**config.mk**
```make
export PLATFORM = sky130hd
export DESIGN_NAME = sram_ctl
export DESIGN_NICKNAME = d
export VERILOG_FILES = /design/src/include/sram_ctl_pkg.sv /design/src/sram_ctl.sv
export SDC_FILE = /design/constraint.sdc
export NUM_CORES = 1
export LEC_CHECK = 0
export ABC_AREA = 1
export BUFFER_PORTS_ARGS = -buffer_cell sky130_fd_sc_hd__buf_2
export CORE_ASPECT_RATIO = 1.75
export CORE_MARGIN = 2
export CORE_UTILIZATION = 35
export CTS_CLUSTER_SIZE = 16
export DETAILED_ROUTE_END_ITERATION = 10
export GPL_ROUTABILITY_DRIVEN = 0
export PLACE_DENSITY_LB_ADDON = 0.12
export RECOVER_POWER = 25
export SLEW_MARGIN = 5
export SYNTH_ARGS = -nofsm -noshare
export SYNTH_HDL_FRONTEND = slang
export SYNTH_SLANG_ARGS = --single-unit
```
**constraint.sdc**
```tcl
create_clock -name i_sys_clk -period 1.65 [get_ports i_sys_clk]
set_input_delay 0.4125 -clock i_sys_clk [delete_from_list [all_inputs] [get_ports i_sys_clk]]
set_output_delay 0.4125 -clock i_sys_clk [all_outputs]
set_load 0.03 [all_outputs]
```
**src/include/sram_ctl_pkg.sv**
```systemverilog
/*
  package for the asynchronous sram module controller: pin timing figures,
  derived cycle counts, widths and the packed structs that carry requests and strobes.
  assumes a 50 MHz system clock and the fastest speed grade of the module.
*/
package sram_ctl_pkg;
  localparam int CLK_PERIOD_NS = 20;
  localparam int ADDR_W = 16;
  localparam int DATA_W = 32;
  localparam int LANES = 4;
  // pin timing figures in ns
  localparam int READ_CYCLE_MIN_NS = 10;
  localparam int SELECT_ACCESS_MAX_NS = 10;
  localparam int DRIVE_TO_VALID_MAX_NS = 5;
  localparam int ADDR_CHANGE_HOLD_MIN_NS = 3;
  localparam int DESELECT_FLOAT_MAX_NS = 5;
  localparam int SELECT_DRIVE_MIN_NS = 2;
  localparam int WRITE_CYCLE_MIN_NS = 10;
  localparam int SELECT_TO_WRITE_END_MIN_NS = 8;
  localparam int ADDR_TO_WRITE_END_MIN_NS = 9;
  localparam int ADDR_SETUP_MIN_NS = 1;
  localparam int WRITE_PULSE_MIN_NS = 8;
  localparam int WRITE_RECOVERY_MIN_NS = 0;
  localparam int STROBE_FLOAT_MAX_NS = 5;
  localparam int DATA_OVERLAP_MIN_NS = 5;
  localparam int DATA_HOLD_MIN_NS = 1;
  localparam int DRIVE_AFTER_WRITE_MIN_NS = 2;
  // least times round up, at least one cycle
  function automatic int ceil_cyc(input int ns);
    int c;
    c = (ns + CLK_PERIOD_NS - 1) / CLK_PERIOD_NS;
    return (c < 1) ? 1 : c;
  endfunction
  // wait for the slower of access and drive paths before sampling
  localparam int READ_ACCESS_CYC = ceil_cyc(
    (SELECT_ACCESS_MAX_NS > DRIVE_TO_VALID_MAX_NS) ?
    SELECT_ACCESS_MAX_NS : DRIVE_TO_VALID_MAX_NS);
  localparam int READ_FLOAT_CYC = ceil_cyc(DESELECT_FLOAT_MAX_NS);
  localparam int PULSE_NEED_NS =
    (WRITE_PULSE_MIN_NS > STROBE_FLOAT_MAX_NS + DATA_OVERLAP_MIN_NS) ?
    WRITE_PULSE_MIN_NS : STROBE_FLOAT_MAX_NS + DATA_OVERLAP_MIN_NS;
  localparam int WRITE_PULSE_CYC = ceil_cyc(
    (PULSE_NEED_NS > SELECT_TO_WRITE_END_MIN_NS) ?
    PULSE_NEED_NS : SELECT_TO_WRITE_END_MIN_NS);
  localparam int ADDR_SETUP_CYC = ceil_cyc(ADDR_SETUP_MIN_NS);
  localparam int DATA_HOLD_CYC = ceil_cyc(DATA_HOLD_MIN_NS);
  // the pin bus passes three flops; select stands one sample past the
  // access so two stages see the same word, then the chain drains
  localparam int SYNC_STAGES = 3;
  localparam int READ_SELECT_CYC = READ_ACCESS_CYC + 1;
  localparam int READ_SETTLE_CYC = (READ_FLOAT_CYC > SYNC_STAGES - 1) ?
    READ_FLOAT_CYC : SYNC_STAGES - 1;
  localparam int CNT_W = 4;

  typedef struct packed {
    logic we;
    logic [ADDR_W-1:0] addr;
    logic [DATA_W-1:0] wdata;
    logic [LANES-1:0] lanes;
  } req_t;

  typedef struct packed {
    logic [LANES-1:0] cs_n;
    logic we_n;
    logic oe_n;
  } strobe_t;
endpackage

```
**src/sram_ctl.sv**
```systemverilog
/*
  host controller for the 32-bit asynchronous sram module: takes one read
  or write request at a time and sequences address, strobes and data pins.
  assumes the module is wired to these pins with no extra logic between,
  and that the bench resolves the data bus from o_dq_oe.
*/
`timescale 1ns/1ps
module sram_ctl (
  // clock and reset
  input wire logic i_sys_clk,
  input wire logic i_rst,
  // request side
  input wire logic i_req_valid,
  input wire sram_ctl_pkg::req_t i_req,
  output logic o_req_ready,
  output logic o_rd_valid,
  output logic [sram_ctl_pkg::DATA_W-1:0] o_rd_data,
  // memory pins
  output logic [sram_ctl_pkg::ADDR_W-1:0] o_addr,
  output sram_ctl_pkg::strobe_t o_strb,
  output logic [sram_ctl_pkg::DATA_W-1:0] o_dq_out,
  output logic o_dq_oe,
  input wire logic [sram_ctl_pkg::DATA_W-1:0] i_dq_in
);

  typedef enum logic [2:0] {
    ST_IDLE, ST_SETUP, ST_RD_WAIT, ST_RD_FLOAT, ST_WR_PULSE, ST_WR_HOLD
  } state_t;

  localparam logic [sram_ctl_pkg::CNT_W-1:0] CNT_ONE = 4'h1;
  localparam logic [sram_ctl_pkg::CNT_W-1:0] SETUP_N =
    sram_ctl_pkg::CNT_W'(sram_ctl_pkg::ADDR_SETUP_CYC);
  // select stands one sample past the access so stages two and three
  // of the pin synchroniser can agree on the read word
  localparam logic [sram_ctl_pkg::CNT_W-1:0] SELECT_N =
    sram_ctl_pkg::CNT_W'(sram_ctl_pkg::READ_SELECT_CYC);
  // after deselect: float time, and the chain must carry the last sample
  localparam logic [sram_ctl_pkg::CNT_W-1:0] SETTLE_N =
    sram_ctl_pkg::CNT_W'(sram_ctl_pkg::READ_SETTLE_CYC);
  localparam logic [sram_ctl_pkg::CNT_W-1:0] PULSE_N =
    sram_ctl_pkg::CNT_W'(sram_ctl_pkg::WRITE_PULSE_CYC);
  localparam logic [sram_ctl_pkg::CNT_W-1:0] HOLD_N =
    sram_ctl_pkg::CNT_W'(sram_ctl_pkg::DATA_HOLD_CYC);
  localparam logic [sram_ctl_pkg::LANES-1:0] LANES_OFF = 4'hF;

  // the three-stage sampling of the pin bus; only stage two reads stage
  // one, so a metastable first stage never reaches the state machine
  logic [sram_ctl_pkg::DATA_W-1:0] dq_s1_q, dq_s2_q, dq_s3_q;

  state_t state_q, state_d;
  logic [sram_ctl_pkg::CNT_W-1:0] cnt_q, cnt_d;
  sram_ctl_pkg::req_t req_q, req_d;
  logic ready_q, ready_d;
  logic rd_valid_q, rd_valid_d;
  logic [sram_ctl_pkg::DATA_W-1:0] rd_data_q, rd_data_d;
  logic [sram_ctl_pkg::ADDR_W-1:0] addr_q, addr_d;
  sram_ctl_pkg::strobe_t strb_q, strb_d;
  logic [sram_ctl_pkg::DATA_W-1:0] dq_out_q, dq_out_d;
  logic dq_oe_q, dq_oe_d;
  logic cnt_done;
  logic dq_agree;

  assign cnt_done = (cnt_q == CNT_ONE);
  // a pin word counts only once stages two and three agree
  assign dq_agree = (dq_s2_q == dq_s3_q);

  // next-state and pin values; pins only move on state boundaries
  always_comb begin
    state_d = state_q;
    cnt_d = cnt_done ? cnt_q : cnt_q - CNT_ONE;
    req_d = req_q;
    ready_d = ready_q;
    rd_valid_d = 1'b0;
    rd_data_d = rd_data_q;
    addr_d = addr_q;
    strb_d = strb_q;
    dq_out_d = dq_out_q;
    dq_oe_d = dq_oe_q;
    unique case (state_q)
      ST_IDLE: begin
        if (i_req_valid && ready_q) begin
          // address moves only with all strobes high
          req_d = i_req;
          addr_d = i_req.addr;
          dq_out_d = i_req.wdata;
          dq_oe_d = i_req.we; // bus ours before the strobe falls
          ready_d = 1'b0;
          cnt_d = SETUP_N;
          state_d = ST_SETUP;
        end
      end
      ST_SETUP: begin
        if (cnt_done) begin
          if (req_q.we) begin
            // select and strobe fall together, so the memory never drives
            strb_d.cs_n = ~req_q.lanes;
            strb_d.we_n = 1'b0;
            strb_d.oe_n = 1'b1;
            cnt_d = PULSE_N;
            state_d = ST_WR_PULSE;
          end else begin
            // full word read; byte lanes only matter for writes
            strb_d.cs_n = ~LANES_OFF;
            strb_d.we_n = 1'b1;
            strb_d.oe_n = 1'b0;
            cnt_d = SELECT_N;
            state_d = ST_RD_WAIT;
          end
        end
      end
      ST_RD_WAIT: begin
        // slowest output delay spent and sampled twice; the cycle is far
        // longer than the read minimum, traded for a simple sample point
        if (cnt_done) begin
          strb_d.cs_n = LANES_OFF;
          strb_d.oe_n = 1'b1;
          cnt_d = SETTLE_N;
          state_d = ST_RD_FLOAT;
        end
      end
      ST_RD_FLOAT: begin
        // data taken from the synchroniser once its last two stages agree
        if (cnt_done) begin
          if (dq_agree) begin
            rd_data_d = dq_s3_q;
            rd_valid_d = 1'b1;
            ready_d = 1'b1;
            state_d = ST_IDLE;
          end else begin
            // bus moved under the sample: select again, never a torn word
            cnt_d = SETUP_N;
            state_d = ST_SETUP;
          end
        end
      end
      ST_WR_PULSE: begin
        if (cnt_done) begin
          // select and strobe rise together ending the write
          strb_d.cs_n = LANES_OFF;
          strb_d.we_n = 1'b1;
          cnt_d = HOLD_N;
          state_d = ST_WR_HOLD;
        end
      end
      ST_WR_HOLD: begin
        // bus released only after data hold and memory drive-after-write;
        // the memory cannot drive here anyway, its output drive is high
        if (cnt_done) begin
          dq_oe_d = 1'b0;
          ready_d = 1'b1;
          state_d = ST_IDLE;
        end
      end
      default: begin
        state_d = ST_IDLE;
      end
    endcase
  end

  // register everything; pins come straight from flops
  always_ff @(posedge i_sys_clk) begin
    if (i_rst) begin
      state_q <= ST_IDLE;
      cnt_q <= CNT_ONE;
      req_q <= '0;
      ready_q <= 1'b1;
      rd_valid_q <= 1'b0;
      rd_data_q <= '0;
      addr_q <= '0;
      strb_q <= '1;
      dq_out_q <= '0;
      dq_oe_q <= 1'b0;
      dq_s1_q <= '0;
      dq_s2_q <= '0;
      dq_s3_q <= '0;
    end else begin
      state_q <= state_d;
      cnt_q <= cnt_d;
      req_q <= req_d;
      ready_q <= ready_d;
      rd_valid_q <= rd_valid_d;
      rd_data_q <= rd_data_d;
      addr_q <= addr_d;
      strb_q <= strb_d;
      dq_out_q <= dq_out_d;
      dq_oe_q <= dq_oe_d;
      dq_s1_q <= i_dq_in;
      dq_s2_q <= dq_s1_q;
      dq_s3_q <= dq_s2_q;
    end
  end

  // pins and results leave straight from the flops
  assign o_req_ready = ready_q;
  assign o_rd_valid = rd_valid_q;
  assign o_rd_data = rd_data_q;
  assign o_addr = addr_q;
  assign o_strb = strb_q;
  assign o_dq_out = dq_out_q;
  assign o_dq_oe = dq_oe_q;

endmodule // sram_ctl

```
Yosys cells after proc, flatten, opt, wreduce, memory -nomap -nowiden

Index checks and enable logic that the tools add are counted.

$add $sub $neg: 1
Eq/ne operators: 14
Multiplexer cells: 34
Bitwise operators: 3
Reduce and logical (&&, ||, !) cells: 16

Operator list:

| operator                                                           | count |
|---|---|
| 32-bit == test                                                     | 1 |
| 4-bit 2-to-1 mux                                                   | 8 |
| 3-bit 2-to-1 mux                                                   | 7 |
| 4-bit case mux with 5 select lines                                 | 1 |
| 3-bit case mux with 6 select lines                                 | 1 |
| 2-bit != test, second input constant                               | 7 |
| 6-bit 2-to-1 mux                                                   | 2 |
| 4-bit case mux with 3 select lines                                 | 1 |
| 3-bit AND reduction                                                | 4 |
| 1-bit 2-to-1 mux                                                   | 8 |
| 3-bit by 2-bit == test with 1-bit output, second input constant    | 2 |
| 3-bit == test, second input constant                               | 2 |
| 1-bit case mux with 2 select lines                                 | 3 |
| 6-bit AND reduction                                                | 1 |
| 2-bit nonzero test                                                 | 3 |
| 3-bit nonzero test                                                 | 2 |
| 5-bit 2-to-1 mux                                                   | 1 |
| 5-bit AND reduction                                                | 1 |
| 4-bit by 1-bit == test with 1-bit output, second input constant    | 1 |
| 4-bit inverter                                                     | 1 |
| 4-bit AND reduction                                                | 1 |
| 4-bit by 1-bit subtractor with 4-bit output, second input constant | 1 |
| 3-bit by 1-bit == test with 1-bit output, second input constant    | 1 |
| 3-bit zero test                                                    | 1 |
| 6 further kinds                                                    | 7 |

Flip-flop bits (word level): 197
Bits of input ports: 88
Output and inout bits: 89
Logic and storage cells: 84

Logic depth before layout (Yosys ltp)

Gate-level depths: netlist (run 1).

Depth in word-level cells: 5
Gate-level depth with buffers: 13

Least setup slack after synthesis (run 1)

No wires, ideal clock.

Path type: reg-to-reg
Start point: register cnt_q[0] (netlist bit)
End point: register cnt_q[0] (netlist bit)
Setup time: 126 ps
Data arrival time: 1422 ps
Required time: 1524 ps
Setup slack: 101 ps
Stages on the path, launching flop included: 9
Path buffers: 0
Clock period less this slack: 1549 ps
Path through: dfxtp_1 > ha_1 > nand2_1 > ha_1 > nand2_1 > a211oi_1 > nand2_1 > o21ai_0 > nand3_1

Word-level cells in the longest chain between the ends: 5
Elaborated cells on any way between the ends: 10

RTL lines:

| item                                                                                                    | RTL line                       | RTL |
|---|---|---|
| start: declaration                                                                                      | sram_ctl.sv:51                 | `logic [sram_ctl_pkg::CNT_W-1:0] cnt_q, cnt_d;` |
| start signal: assignment                                                                                | sram_ctl.sv:178                | `cnt_q <= cnt_d;` |
| 4-bit by 1-bit subtractor with 4-bit output or 4-bit by 1-bit == test with 1-bit output (tied branches) | sram_ctl.sv:70, sram_ctl.sv:63 |  |
| 4-bit 2-to-1 mux                                                                                        | sram_ctl.sv:70                 | `cnt_d = cnt_done ? cnt_q : cnt_q - CNT_ONE;` |
| 4-bit 2-to-1 mux                                                                                        | sram_ctl.sv:124                | `if (dq_agree) begin` |
| 4-bit 2-to-1 mux                                                                                        | sram_ctl.sv:123                | `if (cnt_done) begin` |
| 4-bit case mux with 5 select lines (*)                                                                  | sram_ctl.sv:79                 | `unique case (state_q)` |

Mark *: on every way between the ends. The rest lies on a longest branch, timed or not.
A chain may end at the register's enable or synchronous reset.

Worst setup path in the final report (run 1)

Start point: register dq_s3_q[29] (netlist bit)
End point: register rd_data_q (netlist bit o_rd_data[6])

Word-level cells in the longest chain between the ends: 2

RTL lines:

| item                                 | RTL line        | RTL |
|---|---|---|
| start: declaration                   | sram_ctl.sv:48  | `logic [sram_ctl_pkg::DATA_W-1:0] dq_s1_q, dq_s2_q, dq_s3_q;` |
| start signal: assignment             | sram_ctl.sv:189 | `dq_s3_q <= dq_s2_q;` |
| 32-bit == test                       | sram_ctl.sv:65  | `assign dq_agree = (dq_s2_q == dq_s3_q);` |
| 3-bit AND reduction (no source line) | -               |  |
| end signal: assignment               | sram_ctl.sv:182 | `rd_data_q <= rd_data_d;` |
| end: declaration                     | sram_ctl.sv:55  | `logic [sram_ctl_pkg::DATA_W-1:0] rd_data_q, rd_data_d;` |

Every way passes these cells.

==> metrics.yaml, run 1 <==
antennaDiodeCount: 0
placed_area_um2: 8329
outcome: "finished, violations left"
holdPathStages: 3
setup_violations: 1
required_ns: 2.01
fmax_mhz: 604.2
viasPerCell: 4.272
dp_hpwl_um: 11210
grt_overflow: 0
hold_class: "primary input to register"
syn_to_final_growth_pct: 30.76
vdd_ir_drop_max_uv: 944.1
num_vias: 5724
yosysSeqAreaShare_pct: 56.05
tightest_slew_ns: 1.110
crit_path_end: "o_rd_data[6]"
drive_above_1_share_pct: 28.77
critPathCaptureType: "register"
crit_type: "register to register"
synth_area_um2: 7037
critPathMaxFanout: 6
pre_cts_ws_ns: -0.1114
clkSinkCount: 197
die_w_um: 111.2
cp.arrival_ns: 2.02
core_area_um2: 19740
synth_fp_nets: 977
cts_made_buffers: 17
root_buffer: "clkbuf_16"
ctsHoldBuffers: 0
r2r_end: "o_rd_data[6]"
grt.total_usage_pct: 15.42
slew_viol_final: 0
maxSlewHeadroom_pct: 25.97
synth_cells: 885
finalInstanceArea_um2: 9201
clk_latency_ns: 0.43
io_pins: 177
die_area_um2: 21300
clock_skew_ns: 0.009207
h-tree-depth: 4
io_buffers: 176
initial_core_util_pct: 35.65
cts_tree: "done"
wl_met3_um: 738
synth_top_area_cell: "dfxtp_1"
power_leakage_nw: 4.496
final_cell_mix: "189 x dfxtp_1, 175 x buf_2, 166 x nand2_1"
drt_pass1_iterations: 4
violations: "setup timing"
drt_iter0_drc: 223
rsz0062_at_grt: "true"
synth_top_area_share_pct: 56.05
grt_max_degree: 101
ys_seq_elements: 197
drv_cap: 0
routedWlPerCell_um: 12.51
fin_crit_ns: 1.655
p_per_area_nw_per_um2: 1434
syn_area_per_cell_um2: 7.951
r2r_slack_ns: -0.005
top_layer: "met4"
clock_path_buffers: 2
nNetsFinal: 1174
ant_nets: 0
critical_path.startpoint: "dq_s3_q[29]"
drt-total-wl_um: 16770
die_h_um: 191.6
met2WireLength_um: 8938
worst_slack_ns: -0.005159
startpoint_type: "register"
drc: 0
mostFrequentLayoutCell: "dfxtp_1"
synth_warnings: 0
hold_viol: 0
r2r-start: "dq_s3_q[29]"
worst-r2r-cell-count: 11
setup-tns-final_ns: -0.005159
timing.hold.ws_ns: 0.1798
first_global_vias: 5317
antenna_found_initial: 0
netlist_top_cells_area: "dfxtp_1 56%, nand2_1 9.0%, nor2_1 8.6%"
fin_crit_sh_pct: 100.3
drt-met1-wl_um: 6919
clk_pin_slew_ns: 0.07
synth_cell_type_count: 28
grt_pass1_wl_um: 26110
fp-row-count: 68
[critical path, cell delays in order, from the launching register on]
cell     delay, ns
dfxtp_2       0.34
xnor2_2       0.13
nand2_1       0.07
nor2_1        0.12
nand2_1       0.11
nor2_4        0.15
nand2_4       0.09
nor2_8        0.13
buf_12        0.15
buf_6         0.14
o21ai_1       0.07
nor2_1        0.09
[cell usage after synthesis, drive strengths merged]
master and n:
o31ai 1, buf 17, o211ai 4, inv 128, a211o 1, clkbuf 23, nor3 2, nand2 172
nor2 186, ha 4, a211oi 3, nand3 9, a21oi 66, dfxtp 197, clkinv 1, a31oi 1
xnor2 25, o21ai 45
[worst min path at each step]
stage / start / endpoint / slack, ns
after floorplan: dq_s1_q[0] / dq_s2_q[0] / 0.39
after global placement: dq_s1_q[10] / dq_s2_q[10] / 0.39
after detailed placement: dq_s1_q[15] / dq_s2_q[15] / 0.39
after CTS: i_dq_in[21] / dq_s1_q[21] / 0.16
after global routing: i_dq_in[8] / dq_s1_q[8] / 0.16
final: i_dq_in[20] / dq_s1_q[20] / 0.18
[per-stage QoR]
stage          utilization, %  std cells  total power [mW]
2_1_floorplan               -        885             7.788
3_3_place_gp            42.20       1299             8.882
3_5_place_dp            42.20       1299             8.903
4_1_cts                 45.42       1331             13.29
5_1_grt                 46.62       1340             13.99
6_report                46.62       1340             13.19
[cell families after synthesis]
kind of cell,count (synthesis),share of synthesized area [%]
buffers and inverters,169,10.05
and+or+nand+nor,369,21.07
xor gates and xnor gates,25,3.112
AOI/OAI and AO/OA,121,9.015
adders and majority gates,4,0.7113
DFF,197,56.05
[cell type report]
cell class	count	area (um2)
clock buffers	22	474.2
fillers	2038	10540
multi-input cells	519	2494
flip-flops and latches	197	3954
repair inverters	2	17.52
clock inverters	10	142.6
repair buffers	216	1316
inverters	129	496.7
well taps	245	306.5
[what timing repair did]
| item | in CTS | in global routing |
|---|---|---|
| endpoints found under the setup margin | 34 | 42 |
| setup buffers | 0 | 4 |
| gates resized for setup | 6 | 42 |
| cloned | 0 | 5 |
| pin swaps | 0 | 8 |
[report_power, final]
| part | internal [mW] | switching, mW |
|---|---|---|
| combinational | 1.21 | 2.17 |
| sequential | 5.25 | 0.242 |
| clock | 2.52 | 1.79 |
[registers in the layout, summed over array words and instances (netlist names)]
signal and cells:
o_dq_out 32, o_rd_data 32, dq_s2_q 32, o_req_ready 1, o_rd_valid 1, dq_s1_q 32, o_dq_oe 1, cnt_q 4
dq_s3_q 32, state_q 3, req_q 5, o_strb 6, o_addr 16
[layer usage]
| metal | GRT usage (%) | vias up |
|---|---|---|
| met3 | 4.418 | 7 |
| met1 | 17.49 | 2531 |
| met5 | 0 | - |
| met4 | 4.558 | 0 |
| li1 | - | 3059 |
| met2 | 28.05 | 127 |
No activity file was read; power rests on OpenSTA's default activity.
==> inputs of run 2 (changes only) <==
GPL_ROUTABILITY_DRIVEN = 1   (was 0)
clock period = 2.1 ns   (was 1.65 ns; I/O delays follow)
==> run 2 against run 1 <==
Net effect:
- highest routed layer unchanged
- non-clock buffer count shrank 27
- clock power shrank 26%
- sequential power shrank 21%
- clock skew is essentially flat
- via count shrank 2.7%
- worst setup slack gained 0.39 ns
- largest cell class unchanged
- sequential share of layout area grew 2.3 points
- the run ends with capacitance limit, slew limit left
- combinational power shrank 30%
- core utilization shrank 2.5 points
==> metrics.yaml, run 2 (synthesis results as in run 1) <==
clk_pin_slew_ns: 0.06  # about the same
outcome: "finished, violations left"
ant_nets: 0  # unchanged
clk_latency_ns: 0.43  # about the same
core_area_um2: 19740  # unchanged
drt-total-wl_um: 15680  # -6.5%
fin_crit_ns: 1.712
die_w_um: 111.2  # unchanged
h-tree-depth: 4  # unchanged
antenna_found_initial: 0  # unchanged
power_leakage_nw: 4.272  # -5.0%
crit_type: "primary input to register"
mostFrequentLayoutCell: "dfxtp_1"
drive_above_1_share_pct: 23.68  # -5.1 points
crit_path_top_delay_cell: "buf_4"
critPathCaptureType: "register"
drt_pass1_iterations: 4  # unchanged
grt_overflow: 0  # unchanged
io_buffers: 176  # unchanged
grt_max_degree: 151  # +50%
antennaDiodeCount: 0  # unchanged
nNetsFinal: 1145  # -2.5%
clock_path_buffers: 2  # unchanged
syn_to_final_growth_pct: 23.68
setup-tns-final_ns: 0  # +0.005159 ns
fin_crit_sh_pct: 81.50
hold_class: "primary input to register"
slew_viol_final: 151  # +151
num_vias: 5567  # -2.7%
vdd_ir_drop_max_uv: 649.7  # -31%
initial_core_util_pct: 35.65  # unchanged
critPathMaxFanout: 150  # +144
setup_violations: 0  # -1
startpoint_type: "primary input"
io_pins: 177  # unchanged
violations: "capacitance limit, slew limit"
hold_viol: 0  # unchanged
grt_pass1_wl_um: 25270  # -3.2%
root_buffer: "clkbuf_16"
required_ns: 2.35  # +0.34 ns
first_global_vias: 5205  # -2.1%
cts_tree: "done"
tightest_slew_ns: 1.565  # +0.4549 ns
gp_congestion: 0.7782
die_h_um: 191.6  # unchanged
cts_made_buffers: 17  # unchanged
p_per_area_nw_per_um2: 1136  # -21%
fmax_mhz: 584.3
routedWlPerCell_um: 11.98  # -4.3%
final_cell_mix: "197 x dfxtp_1, 175 x buf_2, 169 x nand2_1"
final_core_util_pct: 44.09  # -2.5 points
r2r_slack_ns: 0.42  # +0.43 ns
die_area_um2: 21300  # unchanged
grt.total_usage_pct: 14.96  # -0.47 points
fp-row-count: 68  # unchanged
crit_path_cell_trace: "clkbuf_4, buf_4, nor2_1"
clock_skew_ns: 0.009404  # +0.0001970 ns
max_stage_delay_ns: 1.09  # +0.75 ns
drc: 0  # unchanged
drt_iter0_drc: 262  # +17%
maxSlewHeadroom_pct: -4.361  # -30 points
cp.arrival_ns: 1.96  # -0.06 ns
dp_hpwl_um: 10810  # -3.6%
clkSinkCount: 197  # unchanged
cts_resized: 0  # -6
drv_cap: 1  # +1
rsz0062_at_grt: "false"
viasPerCell: 4.253  # -0.44%
cts_setup_buffers: 0  # unchanged
ctsHoldBuffers: 0  # unchanged
final.fill_count: 2086  # +2.4%
## run 2: cell types whose count changed in the layout (fill, tap and decap cells not counted), sizes merged
cell	change
clkinv	-1
inv	-2
clkinvlp	-1
clkbuf	-1
bufinv	-1
buf	-25
## run 2: report_power, final
group / total, mW / internal [mW] / leakage (nW) / switching, mW
combinational: 2.38 / 0.759 / 2.38 / 1.62
sequential: 4.32 / 4.12 / 1.61 / 0.191
clock: 3.19 / 1.84 / 0.284 / 1.35
## run 2: stage by stage
stage | instance area, um2 | hold slack (ns) | cells | worst slack [ns] | total power, mW
detailed placement | 8142 | 0.3921 | 1279 | 0.3724 | 6.811
global route | 8703 | 0.2791 | 1309 | 0.1795 | 10.49
floorplan | 7037 | 0.3883 | 885 | 0.5512 | 6.119
global placement | 8142 | 0.3893 | 1279 | 0.3649 | 6.806
CTS | 8716 | 0.2725 | 1309 | 0.3532 | 10.03
finish | 8703 | 0.2936 | 1309 | 0.3885 | 9.887
## run 2: layer usage
layer | global-route usage [%] | part of all wire, %
met5 | 0 | 0
met4 | 7.075 | 2.7
met3 | 3.818 | 5.0
met2 | 26.36 | 50
met1 | 16.86 | 43
## run 2: cell type report
cell class / count / area (um2) / share of cell area (%)
clock buffer: 23 / 478.0 / 5.492
tap: 245 / 306.5 / 3.522
inverter: 129 / 486.7 / 5.592
sequential: 197 / 3944 / 45.31
timing repair buffer: 189 / 1006 / 11.56
multi-input combinational: 519 / 2386 / 27.42
clock inverter: 7 / 96.34 / 1.107
## run 2: final timing paths
path                    to  depth (start not counted)        start
min            dq_s1_q[14]                          3  i_dq_in[14]
max reg2reg  o_rd_data[31]                         11  dq_s3_q[23]
min reg2reg     dq_s2_q[8]                          2   dq_s1_q[8]
max             dq_s1_q[5]                          3        i_rst
## run 2: critical path, delay by kind of cell
family	cells	cell delay, ns
buffers and inverters	2	1.20
and+or+nand+nor	1	0.12
